==> config.mk <==
export PLATFORM = sky130hd
export DESIGN_NAME = cgc_top
export DESIGN_NICKNAME = d
export VERILOG_FILES = /design/src/design/cgc_pkg.sv /design/src/design/cgc_top.sv
export VERILOG_INCLUDE_DIRS = /design/src /design/src/design
export SDC_FILE = /design/constraint.sdc
export NUM_CORES = 1
export LEC_CHECK = 0
export BUFFER_PORTS_ARGS = -buffer_cell sky130_fd_sc_hd__clkbuf_2
export CORE_ASPECT_RATIO = 1.2
export CORE_UTILIZATION = 60
export DETAILED_ROUTE_END_ITERATION = 16
export PLACE_DENSITY = 0.81
export SYNTH_ARGS = -nofsm -noshare
export SYNTH_HDL_FRONTEND = slang
export SYNTH_SLANG_ARGS = --single-unit
==> constraint.sdc <==
create_clock -name pclk -period 6.5 [get_ports pclk]
set_clock_uncertainty 0.2 [all_clocks]
set_input_delay 1.3 -clock pclk [delete_from_list [all_inputs] [get_ports pclk]]
set_output_delay 1.3 -clock pclk [all_outputs]
set_load 0.005 [all_outputs]
==> src/design/cgc_map.svh <==
`ifndef CGC_MAP_SVH
`define CGC_MAP_SVH
`define CGC_OFS_CLOCK_OUTPUT_SELECT    12'h010
`define CGC_OFS_KEY       12'h014
`define CGC_OFS_DIV       12'h018
`define CGC_OFS_STATUS    12'h01c
`define CGC_OFS_TRIM      12'h020
`define CGC_OFS_TRIMVAL   12'h024
`define CGC_OFS_GATESTAT  12'h028
`define CGC_OFS_SERGATE   12'h02c
`define CGC_OFS_OSCCTL    12'h030
`define CGC_OFS_IRQ_EN    12'h100
`define CGC_OFS_IRQ_STAT  12'h104
`define CGC_OFS_IRQ_CLR   12'h108
`define CGC_OFS_IRQ_SET   12'h10c
`define CGC_KEY_VALUE     32'h0000_0047
`define CGC_CORE_RESET    3'h7
`define CGC_FLASH_DIV_LO  6'h18
`define CGC_FLASH_DIV_HI  6'h2c
`define CGC_PCLK_HZ       50000000
`define CGC_XT_MIN_HZ     8000
`define CGC_XT_FAIL_MS    32
`define CGC_XT_SEC_MASK   15'h7fff
`define CGC_WARM_SHORT    11'h002
`define CGC_WARM_LONG     11'h004
`define CGC_IRQ_ALARM     3
`define CGC_IRQ_XTFAIL    2
`define CGC_IRQ_ACDONE    1
`define CGC_IRQ_ACFAIL    0
`endif

==> src/design/cgc_pkg.sv <==
`default_nettype none
package cgc_pkg;
  typedef enum logic [1:0] {TR_IDLE, TR_WARM, TR_APPLY, TR_WAIT} cgc_trim_e;

  typedef struct packed {
    logic xt;
    logic low_freq_rc_osc;
    logic ulfrc;
    logic high_freq_rc_osc;
    logic rtc_1hz;
    logic hz100;
  } cgc_ticks_s;

  typedef struct packed {
    logic alarm;
    logic autocal_done;
    logic autocal_fail;
  } cgc_events_s;

  typedef struct packed {
    logic [31:0] key;
    logic [5:0]  clock_output_select_sel;
    logic        flash_sel;
    logic [2:0]  core_sel;
    logic        warm_sel;
    logic [10:0] trim_target;
    logic [2:0]  trim_period;
    logic        trim_en;
    logic [10:0] trim_value;
    logic        uart_en;
    logic [3:0]  irq_en;
    logic [3:0]  irq_flag;
    logic        osc_req;
    logic        switch_on_failure;
    logic        rtc_low_freq_rc_osc;
    logic        xt_slow;
    logic        xt_fail;
    logic [15:0] gap_cnt;
    logic [20:0] fail_cnt;
    logic        pwr_done;
    logic [20:0] xt_cnt;
    logic [23:0] hf_cnt;
    logic [19:0] lf_cnt;
    logic [19:0] ulf_cnt;
    logic [2:0]  core_cnt;
    logic [5:0]  flash_cnt;
    logic        core_clk_en;
    logic        flash_clk_en;
    cgc_trim_e   trim_st;
    logic [10:0] sec_cnt;
    logic        pready;
    logic        pslverr;
    logic [31:0] prdata;
    logic        clock_output_select;
    logic [2:0]  auto_en;
    logic        irq;
  } cgc_state_s;
endpackage : cgc_pkg
`default_nettype wire

==> src/design/cgc_top.sv <==
// Register access over APB is this design's own decision.
`include "cgc_map.svh"
`default_nettype none
module cgc_top
  import cgc_pkg::*;
#(
  parameter int unsigned XT_SLOW_GAP_CYC = `CGC_PCLK_HZ / `CGC_XT_MIN_HZ,
  parameter int unsigned XT_FAIL_CYC     = `CGC_PCLK_HZ / 1000 * `CGC_XT_FAIL_MS
) (
  // clock, reset, enable
  input  wire logic        pclk,
  input  wire logic        presetn,
  input  wire logic        cken,
  // apb slave
  input  wire logic        psel,
  input  wire logic        penable,
  input  wire logic        pwrite,
  input  wire logic [11:0] paddr,
  input  wire logic [31:0] pwdata,
  output logic             pready,
  output logic [31:0]      prdata,
  output logic             pslverr,
  // oscillator ticks and outside events
  input  wire cgc_ticks_s  ticks,
  input  wire cgc_events_s events,
  input  wire logic        xt_enabled,
  // clock controls
  output logic             clock_output_select,
  output logic             core_clk_en,
  output logic             flash_clk_en,
  output logic             serial_clock_enable,
  output logic [2:0]       src_auto_enable,
  output logic             rtc_osc_in_use,
  output logic [10:0]      trim_current_value,
  output logic             irq
);

  cgc_state_s st;
  cgc_state_s next_st;

  // counter bit n-1 of a free prescaler gives divide by 2^n
  function automatic logic div_bit(input logic [23:0] cnt, input int unsigned pow);
    div_bit = cnt[pow - 1];
  endfunction : div_bit

  // codes 0..7 give 4,16,32..1024 seconds
  function automatic logic [10:0] period_secs(input logic [2:0] code);
    period_secs = (code == 3'h0) ? 11'h004 : 11'(11'h008 << code);
  endfunction : period_secs

  logic        wr_acc;
  logic        rd_acc;
  logic        sec_tick;
  logic        known;
  logic        sel_bit;
  logic [2:0]  auto_req;
  logic [3:0]  hw_set;
  logic [31:0] rd_data;

  always_comb begin
    next_st = st;
    wr_acc = psel && penable && st.pready && pwrite;
    rd_acc = psel && penable && !st.pready;
    // one wait cycle: pready rises on the second access cycle
    next_st.pready = psel && penable && !st.pready;
    known = 1'b1;
    case (paddr)
      `CGC_OFS_CLOCK_OUTPUT_SELECT, `CGC_OFS_KEY, `CGC_OFS_DIV, `CGC_OFS_STATUS, `CGC_OFS_TRIM,
      `CGC_OFS_TRIMVAL, `CGC_OFS_GATESTAT, `CGC_OFS_SERGATE, `CGC_OFS_OSCCTL,
      `CGC_OFS_IRQ_EN, `CGC_OFS_IRQ_STAT, `CGC_OFS_IRQ_CLR, `CGC_OFS_IRQ_SET: known = 1'b1;
      default: known = 1'b0;
    endcase

    // read data
    rd_data = 32'h0000_0000;
    case (paddr)
      `CGC_OFS_CLOCK_OUTPUT_SELECT:   rd_data = {26'h0, st.clock_output_select_sel};
      `CGC_OFS_KEY:      rd_data = st.key;
      `CGC_OFS_DIV:      rd_data = {28'h0, st.flash_sel, st.core_sel};
      `CGC_OFS_STATUS:   rd_data = {30'h0, (xt_enabled && st.xt_slow) || st.osc_req,
                                    st.rtc_low_freq_rc_osc};
      `CGC_OFS_TRIM:     rd_data = {12'h0, st.warm_sel, st.trim_target, 4'h0,
                                    st.trim_period, st.trim_en};
      `CGC_OFS_TRIMVAL:  rd_data = {21'h0, st.trim_value};
      `CGC_OFS_GATESTAT: rd_data = {28'h0, st.auto_en, st.uart_en};
      `CGC_OFS_SERGATE:  rd_data = {31'h0, st.uart_en};
      `CGC_OFS_OSCCTL:   rd_data = {30'h0, st.switch_on_failure, st.osc_req};
      `CGC_OFS_IRQ_EN:   rd_data = {28'h0, st.irq_en};
      `CGC_OFS_IRQ_STAT: rd_data = {28'h0, st.irq_flag};
      default:           rd_data = 32'h0000_0000;
    endcase
    if (rd_acc) begin
      next_st.prdata  = pwrite ? 32'h0000_0000 : rd_data;
      next_st.pslverr = !known;
    end

    // register writes; clear/set are handled with the flags
    if (wr_acc) begin
      case (paddr)
        `CGC_OFS_CLOCK_OUTPUT_SELECT:  next_st.clock_output_select_sel = pwdata[5:0];
        `CGC_OFS_KEY:     next_st.key = pwdata;
        `CGC_OFS_DIV: begin
          if (st.key == `CGC_KEY_VALUE) begin
            next_st.flash_sel = pwdata[3];
            next_st.core_sel  = pwdata[2:0];
          end
        end
        `CGC_OFS_TRIM: begin
          next_st.warm_sel    = pwdata[19];
          next_st.trim_target = pwdata[18:8];
          next_st.trim_period = pwdata[3:1];
          next_st.trim_en     = pwdata[0];
        end
        `CGC_OFS_SERGATE: next_st.uart_en = pwdata[0];
        `CGC_OFS_OSCCTL: begin
          next_st.switch_on_failure     = pwdata[1];
          next_st.osc_req = pwdata[0];
        end
        `CGC_OFS_IRQ_EN:  next_st.irq_en = pwdata[3:0];
        default: ;
      endcase
    end

    // prescalers run on source ticks
    if (ticks.xt) next_st.xt_cnt = st.xt_cnt + 21'h1;
    if (ticks.high_freq_rc_osc) next_st.hf_cnt = st.hf_cnt + 24'h1;
    if (ticks.low_freq_rc_osc) next_st.lf_cnt = st.lf_cnt + 20'h1;
    if (ticks.ulfrc) next_st.ulf_cnt = st.ulf_cnt + 20'h1;
    sec_tick = ticks.xt && (st.xt_cnt[14:0] == `CGC_XT_SEC_MASK);

    // core and flash enables are single-cycle pulses on high_freq_rc_osc ticks
    next_st.core_clk_en  = 1'b0;
    next_st.flash_clk_en = 1'b0;
    if (ticks.high_freq_rc_osc) begin
      if (st.core_cnt >= st.core_sel) begin
        next_st.core_cnt    = 3'h0;
        next_st.core_clk_en = 1'b1;
      end else begin
        next_st.core_cnt = st.core_cnt + 3'h1;
      end
      if (st.flash_cnt >= (st.flash_sel ? `CGC_FLASH_DIV_HI : `CGC_FLASH_DIV_LO)) begin
        next_st.flash_cnt    = 6'h00;
        next_st.flash_clk_en = 1'b1;
      end else begin
        next_st.flash_cnt = st.flash_cnt + 6'h01;
      end
    end

    // clock output select; bits: {high_freq_rc_osc, xt, low_freq_rc_osc} auto-enable
    auto_req = 3'h0;
    case (st.clock_output_select_sel)
      6'h01: begin sel_bit = div_bit(24'(st.xt_cnt), 1); auto_req = 3'h2; end
      6'h02: begin sel_bit = div_bit(24'(st.xt_cnt), 2); auto_req = 3'h2; end
      6'h03: begin sel_bit = div_bit(24'(st.xt_cnt), 3); auto_req = 3'h2; end
      6'h04: begin sel_bit = div_bit(24'(st.xt_cnt), 4); auto_req = 3'h2; end
      6'h05: begin sel_bit = div_bit(24'(st.xt_cnt), 5); auto_req = 3'h2; end
      6'h10: sel_bit = ticks.rtc_1hz;
      6'h16: begin sel_bit = div_bit(24'(st.xt_cnt), 21); auto_req = 3'h2; end
      6'h17: begin sel_bit = ticks.xt; auto_req = 3'h2; end
      6'h18: sel_bit = ticks.hz100;
      6'h19: begin sel_bit = ticks.high_freq_rc_osc; auto_req = 3'h4; end
      6'h1a: begin sel_bit = div_bit(st.hf_cnt, 1); auto_req = 3'h4; end
      6'h1b: begin sel_bit = div_bit(st.hf_cnt, 2); auto_req = 3'h4; end
      6'h1c: begin sel_bit = div_bit(st.hf_cnt, 3); auto_req = 3'h4; end
      6'h1d: begin sel_bit = div_bit(st.hf_cnt, 5); auto_req = 3'h4; end
      6'h1e: begin sel_bit = div_bit(st.hf_cnt, 6); auto_req = 3'h4; end
      6'h1f: begin sel_bit = div_bit(st.hf_cnt, 7); auto_req = 3'h4; end
      6'h20: begin sel_bit = div_bit(st.hf_cnt, 8); auto_req = 3'h4; end
      6'h22: begin sel_bit = st.flash_clk_en; auto_req = 3'h4; end
      6'h23: begin sel_bit = div_bit(24'(st.lf_cnt), 1); auto_req = 3'h1; end
      6'h24: begin sel_bit = div_bit(24'(st.lf_cnt), 5); auto_req = 3'h1; end
      6'h25: begin sel_bit = div_bit(24'(st.lf_cnt), 9); auto_req = 3'h1; end
      6'h26: begin sel_bit = div_bit(24'(st.lf_cnt), 15); auto_req = 3'h1; end
      6'h27: begin sel_bit = div_bit(24'(st.xt_cnt), 8); auto_req = 3'h2; end
      6'h28: begin sel_bit = div_bit(24'(st.xt_cnt), 13); auto_req = 3'h2; end
      6'h29: begin sel_bit = div_bit(24'(st.xt_cnt), 16); auto_req = 3'h2; end
      6'h2a: begin sel_bit = div_bit(24'(st.ulf_cnt), 4); auto_req = 3'h1; end
      6'h2b: begin sel_bit = div_bit(24'(st.ulf_cnt), 7); auto_req = 3'h1; end
      6'h2c: begin sel_bit = div_bit(24'(st.ulf_cnt), 10); auto_req = 3'h1; end
      6'h2d: begin sel_bit = div_bit(24'(st.ulf_cnt), 12); auto_req = 3'h1; end
      6'h2e: begin sel_bit = div_bit(24'(st.ulf_cnt), 20); auto_req = 3'h1; end
      6'h2f: begin sel_bit = div_bit(st.hf_cnt, 16); auto_req = 3'h4; end
      6'h30: begin sel_bit = div_bit(st.hf_cnt, 24); auto_req = 3'h4; end
      6'h31: begin sel_bit = div_bit(24'(st.lf_cnt), 20); auto_req = 3'h1; end
      6'h32: sel_bit = ticks.high_freq_rc_osc;
      6'h33: sel_bit = div_bit(st.hf_cnt, 3);
      6'h35: sel_bit = ticks.xt;
      6'h36: sel_bit = div_bit(24'(st.xt_cnt), 4);
      6'h37: sel_bit = div_bit(24'(st.lf_cnt), 5);
      6'h00: begin sel_bit = ticks.low_freq_rc_osc; auto_req = 3'h1; end
      // unmatched codes behave as the not-autoenabled low_freq_rc_osc
      default: sel_bit = ticks.low_freq_rc_osc;
    endcase
    next_st.clock_output_select  = sel_bit;
    next_st.auto_en = auto_req;

    // crystal slow detection: gap between xt ticks
    if (ticks.xt) begin
      next_st.gap_cnt = 16'h0000;
      next_st.xt_slow = 1'b0;
    end else if (st.gap_cnt >= 16'(XT_SLOW_GAP_CYC)) begin
      next_st.xt_slow = 1'b1;
    end else begin
      next_st.gap_cnt = st.gap_cnt + 16'h0001;
    end
    if (!st.xt_slow) begin
      next_st.fail_cnt = 21'h0;
      next_st.xt_fail  = 1'b0;
    end else if (st.fail_cnt >= 21'(XT_FAIL_CYC)) begin
      next_st.xt_fail = 1'b1;
    end else begin
      next_st.fail_cnt = st.fail_cnt + 21'h1;
    end

    // rtc oscillator: low_freq_rc_osc if asked, or xt failed with switch-over
    next_st.rtc_low_freq_rc_osc = st.osc_req || (st.switch_on_failure && st.xt_fail);

    // interrupt flags; a hardware or forced set wins over a clear
    hw_set = 4'h0;
    hw_set[`CGC_IRQ_ALARM]  = events.alarm;
    hw_set[`CGC_IRQ_XTFAIL] = (next_st.xt_fail && !st.xt_fail) || !st.pwr_done;
    hw_set[`CGC_IRQ_ACDONE] = events.autocal_done;
    hw_set[`CGC_IRQ_ACFAIL] = events.autocal_fail;
    next_st.pwr_done = 1'b1;
    if (wr_acc && paddr == `CGC_OFS_IRQ_STAT) next_st.irq_flag = pwdata[3:0];
    if (wr_acc && paddr == `CGC_OFS_IRQ_CLR) begin
      next_st.irq_flag = st.irq_flag & ~pwdata[3:0];
    end
    if (wr_acc && paddr == `CGC_OFS_IRQ_SET) begin
      next_st.irq_flag = next_st.irq_flag | pwdata[3:0];
    end
    next_st.irq_flag = next_st.irq_flag | hw_set;
    next_st.irq = |(next_st.irq_flag & next_st.irq_en);

    // automatic trimming; the measured correction is the target
    if (sec_tick && st.trim_st != TR_IDLE) next_st.sec_cnt = st.sec_cnt + 11'h001;
    case (st.trim_st)
      TR_IDLE: begin
        next_st.sec_cnt = 11'h000;
        if (st.trim_en) next_st.trim_st = TR_WARM;
      end
      TR_WARM: begin
        if (st.sec_cnt >= (st.warm_sel ? `CGC_WARM_LONG : `CGC_WARM_SHORT)) begin
          next_st.trim_st = TR_APPLY;
        end
      end
      TR_APPLY: begin
        next_st.trim_value = st.trim_target;
        next_st.sec_cnt    = 11'h000;
        next_st.trim_st    = TR_WAIT;
      end
      TR_WAIT: begin
        if (st.sec_cnt >= period_secs(st.trim_period)) next_st.trim_st = TR_APPLY;
      end
      default: next_st.trim_st = TR_IDLE;
    endcase
    if (!st.trim_en) next_st.trim_st = TR_IDLE;
  end

  always_ff @(posedge pclk or negedge presetn) begin
    if (!presetn) begin
      st          <= '0;
      st.core_sel <= `CGC_CORE_RESET;
      st.trim_st  <= TR_IDLE;
    end else if (cken) begin
      st <= next_st;
    end
  end

  assign pready              = st.pready;
  assign prdata              = st.prdata;
  assign pslverr             = st.pslverr;
  assign clock_output_select              = st.clock_output_select;
  assign core_clk_en         = st.core_clk_en;
  assign flash_clk_en        = st.flash_clk_en;
  assign serial_clock_enable = st.uart_en;
  assign src_auto_enable     = st.auto_en;
  assign rtc_osc_in_use      = st.rtc_low_freq_rc_osc;
  assign trim_current_value  = st.trim_value;
  assign irq                 = st.irq;
endmodule : cgc_top
`default_nettype wire

Word level (Yosys, flattened, before mapping)
Index checks and enable logic that the tools add are counted.

Add/sub/neg operators: 9. Order comparisons: 6. Reductions and logical operators: 53. Eq/ne operators: 60. Muxes and demuxes: 32. Shifts and indexed selects: 1. Bitwise gates (word level): 5.

Operator list (number): 32-bit one-hot mux with 11 select lines (1); 6-bit == test, second input constant (22); 6-bit by 5-bit == test with 1-bit output, second input constant (11); 12-bit by 6-bit == test with 1-bit output, second input constant (5); 12-bit by 5-bit == test with 1-bit output, second input constant (4); 12-bit by 9-bit == test with 1-bit output, second input constant (4); 21-bit by 1-bit adder with 21-bit output, second input constant (2); 21-bit two-way mux (2); 20-bit by 1-bit adder with 20-bit output, second input constant (2); 11-bit two-way mux (3); 1-bit one-hot mux with 33 select lines (1); 32-bit by 7-bit == test with 1-bit output, second input constant (1); 16-bit two-way mux (2); 32-bit two-way mux (1); 24-bit by 1-bit adder with 24-bit output, second input constant (1); 11-bit OR reduction (2); 21-bit >= comparator, second input constant (1); 4-bit two-way mux (5); 2-bit AND reduction (10); 3-bit AND reduction (6); 16-bit by 1-bit adder with 16-bit output, second input constant (1); 16-bit by 13-bit >= comparator with 1-bit output, second input constant (1); 15-bit == test, second input constant (1); 13-bit OR reduction (1); other kinds (35) (76).

Register bits: 269. Bits of input ports: 60. Output and inout bits: 54. Word-level logic and storage cells: 202.

Logic depth before layout (Yosys ltp)
Depth after elaboration: 11. Mapped depth: 10. Depth with buffers taken out: 9.

Worst setup path before layout
Ideal clock, no wire load.

Path type: input -> register. From: input port paddr[6]. To: register st (netlist bit irq). Setup time: 0.135 ns. Buffers on the path: 1. Arrival time: 2.996 ns. Required time: 6.165 ns. Path slack: 3.169 ns. Cell stages on the path: 7. Cells stage by stage: or4_4 > buf_6 > or4_4 > nor4b_4 > a211oi_1 > o22ai_2 > o311ai_1.

Cells in the longest elaborated chain, start to end: 9.

Ends and longest elaborated chain: start: declaration (line cgc_top.sv:18) `input wire logic [11:0] paddr,`; 12-bit by 9-bit == test with 1-bit output; 1-bit logical AND (no source line); 4-bit two-way mux (line cgc_top.sv:225) `` if (wr_acc && paddr == `CGC_OFS_IRQ_STAT) next_st.irq_flag = pwdata[3:0]; ``; 4-bit two-way mux (line cgc_top.sv:226) `` if (wr_acc && paddr == `CGC_OFS_IRQ_CLR) begin ``; 4-bit bitwise OR (line cgc_top.sv:230) `next_st.irq_flag = next_st.irq_flag | pwdata[3:0];`; 4-bit two-way mux (line cgc_top.sv:229) `` if (wr_acc && paddr == `CGC_OFS_IRQ_SET) begin ``; 4-bit bitwise OR (line cgc_top.sv:232) `next_st.irq_flag = next_st.irq_flag | hw_set;`; 4-bit AND (*) (line cgc_top.sv:233) `next_st.irq = |(next_st.irq_flag & next_st.irq_en);`; 4-bit OR reduction (*) (line cgc_top.sv:233); end signal: assignment (line cgc_top.sv:266) `st <= next_st;`; end: declaration (line cgc_top.sv:38) `cgc_state_s st;`.

Every way passes the cells marked *; elsewhere a longest branch is shown, timed or not. A chain may end at the register's enable or synchronous reset.

Worst setup path after layout
From: input port cken. To: register st[254] (netlist name).

Cells in the longest elaborated chain, start to end: 1.

Ends and longest elaborated chain: start: declaration (line cgc_top.sv:13) `input wire logic cken,`; 3-bit AND reduction (no source line).

Every way passes these cells.

==> key figures <==
Status
  • Status: finished, final reports clean

Yosys
  • Yosys warning count: 0
  • Most numerous cell in the Yosys netlist: dfrtp_1
  • Synth Area in Adders: 0.02595
  • Sequential area share after synthesis: 0.4816
  • Synth area leaders: dfrtp_1, mux2_2, xnor2_1, nand2_1, ha_1
  • Main synth FF type: dfrtp_1
  • Largest family of logic cells by synthesized area: simple AND/OR/NAND/NOR gates
  • Yosys reg bits: 269
  • Syn nets: 1,426
  • Top cell type's share of synthesized area: 0.4760
  • Post-synth EDFFs: 0
  • Post-synth ARST share: 1.000
  • Post-synthesis compound-gate area fraction: 0.1048
  • Synth Cell Area: 13,980 um2
  • Synth cell count leaders: dfrtp_1, nand2_1, nor2_1, xnor2_1, mux2_2
  • Yosys top cell by area: dfrtp_1
  • Simple-gate share of the synthesized area: 0.1872
  • Syn Inst Count: 1,337
  • Post-synth cell types: 92
  • Post-synthesis xor/xnor area fraction: 0.06827
  • Avg Cell Area, Syn: 10.46 um2
  • Post-synthesis mux area share: 0.07354

STA
  • Relative slew slack: 0.3350
  • Slew Viols, Final: 0
  • FMAX: 268.7 MHz
  • Slew of the pin with the lowest slew margin: 993.2 ps
  • Final setup vio count: 0
  • Period utilization: 0.5725
  • RSZ-0062 raised after global routing: no
  • Setup TNS: 0 ps
  • Fin. Hold Viols: 0
  • Minimum clock period after layout: 3721 ps

Die
  • Core area: 22,670 um2
  • Die Wd: 141.4 um
  • Die ar.: 23,920 um2
  • I/O pins: 114
  • Initial Utilization: 0.6168
  • Die H: 169.2 um
  • Rows: 60

Power and ir drop
  • Pwr/cell area: 245.7 nW/um2
  • Clk pwr share: 0.400
  • Switch share: 0.2553
  • Sequential group share of total power: 0.509
  • Int Power: 0.002784 W
  • LEAKAGE: 6.976 nW
  • Switching component of the power: 0.0009542 W
  • Gate power share: 0.091
  • VDD IR max: 0.2212 mV

Clocking
  • CTS tree: yes
  • CTS Buf Count: 28
  • CTS root buf: clkbuf_16
  • Hold_buf cts: 0
  • Clk slew on worst S/H paths: 60 ps
  • CTS sink cnt: 269
  • Clock buffer depth: 3
  • Post-CTS Setup Repair Bufs: 0
  • H-tree levels: 1
  • Clk Latency, worst-skew pair: 550 ps
  • Number of gates resized after CTS: 0

Global route
  • Initial antenna violation count: 0
  • GR Util All Layers: 0.2653
  • Largest net degree at the start of global routing: 162
  • Remaining Overflow, GRT: 0
  • Vias in the first global route: 10,100
  • First-pass GRT wire length: 51,130 um

Worst setup path
  • CP Max Fanout: 22
  • Kind of critical path: input port to register
  • Worst setup SP type: input port
  • Reg2reg path depth: 5
  • FF-to-FF Start: pready
  • RR Endpoint: st[254]
  • Crit-path cells: clkbuf_2 -> nand3_1 -> nor2_1 -> nand4_1 -> buf_4 -> mux2_2
  • CP Data Arrival Time: 3940 ps
  • CP peak stage delay: 710 ps
  • Critical Path RT: 6720 ps
  • Register-to-Register Setup Slack: 3660 ps
  • Worst Setup EP: st[254]
  • Critical path capture point type: register
  • Worst setup path startpoint: cken
  • Slowest stage cell, crit path: nand4_1

Layout
  • Layout area overhead: 8.803%
  • Non-filler instance count after layout: 1,708
  • Number of antenna diodes: 0
  • NumNets Final: 1,466
  • Share of cells above drive strength 1: 0.1917
  • Seq. cell area: 6735 um2
  • Filler cells: 1,750
  • Util after Layout: 0.6711
  • Multi-input logic area: 6435 um2

Detailed routing
  • Vias per std cell: 6.064
  • Via count: 10,360
  • Iter 0 DRT Violations: 798
  • ANT nets after route: 0
  • Drt total wl: 31,190 um
  • Average wire per standard cell: 18.26 um
  • DRT Pass-1 Iters: 7
  • DR DRC count: 0

Hold path
  • Min-delay src: st[135]
  • HP Class: register to register

Flow run
  • Max Cap Viol: 0

Placed design
  • Post-Place Cells: 1,657
  • Gpl congestion: 0.9391
  • HPWL after DPL: 21,390 um
  • PortBufs: 113
==> flip-flops by register name (all words and copies together), names as in the netlist, 3 cells and up <==
signal	count
st	215
prdata	32
trim_current_value	11
src_auto_enable	3
==> metrics by stage <==
step | hold WS [ps] | instance area [um2] | total power, W | setup slack [ps]
after global placement | 245.4 | 14360 | 0.002242 | 2369
after CTS | 267.7 | 15220 | 0.003770 | 2816
after floorplan | 232.4 | 13980 | 0.002119 | 3169
after detailed placement | 254.0 | 14360 | 0.002262 | 2259
after global routing | 269.5 | 15220 | 0.003904 | 2645
final | 263.8 | 15220 | 0.003738 | 2779
==> logic make-up (layout without fill, tap and decap cells) <==
logic type	Yosys count	count (layout)
DFF	269	269
and+or+nand+nor	474	474
buffers and inverters	147	208
AOI/OAI and AO/OA	219	219
muxes	90	90
xor gates and xnor gates	109	109
adders and majority gates	29	29
==> metal layers <==
| layer | up-vias | track usage | routed length (um) |
|---|---|---|---|
| met4 | 0 | 0.08743 | 871 |
| met1 | 5085 | 0.3502 | 13300 |
| met2 | 353 | 0.4501 | 15190 |
| met5 | - | 0 | 0 |
| met3 | 72 | 0.03837 | 1830 |
| li1 | 4847 | - | - |
==> cell type report <==
| type | instances | area share |
|---|---|---|
| Tap cell | 310 | 0.02549 |
| Inverter | 31 | 0.007647 |
| Timing Repair Buffer | 126 | 0.04506 |
| Multi-Input combinational cell | 921 | 0.4229 |
| Sequential cell | 269 | 0.4426 |
| Clock buffer | 47 | 0.05403 |
| Clock inverter | 4 | 0.002220 |
==> power by group through the flow <==
| stage | sequential (W) | clock, W | combinational (W) |
|---|---|---|---|
| 2_1_floorplan | 0.00189 | 0 | 0.000228 |
| 3_3_place_gp | 0.00192 | 0 | 0.000321 |
| 3_5_place_dp | 0.00193 | 0 | 0.000335 |
| 4_1_cts | 0.00190 | 0.00153 | 0.000342 |
| 5_1_grt | 0.00192 | 0.00160 | 0.000387 |
| 6_report | 0.00190 | 0.00150 | 0.000340 |
==> critical path, delay by kind of cell <==
family	cells	cell delay (ps)
buf+inv	2	900
mux	1	320
simple gates	3	1390
==> worst min-delay path by stage <==
stage,to,slack (ps),cells after the start
floorplan,st[148],230,1
global placement,st[148],250,1
detailed placement,st[144],250,1
CTS,st[135],270,1
global route,st[100],270,1
finish,st[135],260,1
==> cells in the final DEF (no fill, tap or decap), types with 25 or more instances in the layout <==
| cell | instances |
|---|---|
| dfrtp_1 | 266 |
| nand2_1 | 119 |
| clkbuf_2 | 112 |
| nor2_1 | 73 |
| xnor2_1 | 73 |
| mux2_2 | 70 |
| nand3_1 | 50 |
| nand4_1 | 46 |
| o21ai_0 | 44 |
| a21oi_1 | 39 |
| xor2_1 | 36 |
| and3_1 | 35 |
| inv_1 | 30 |
| ha_1 | 29 |
| clkbuf_16 | 28 |
| nor3_1 | 25 |
Power figures use the tool's default switching activity.
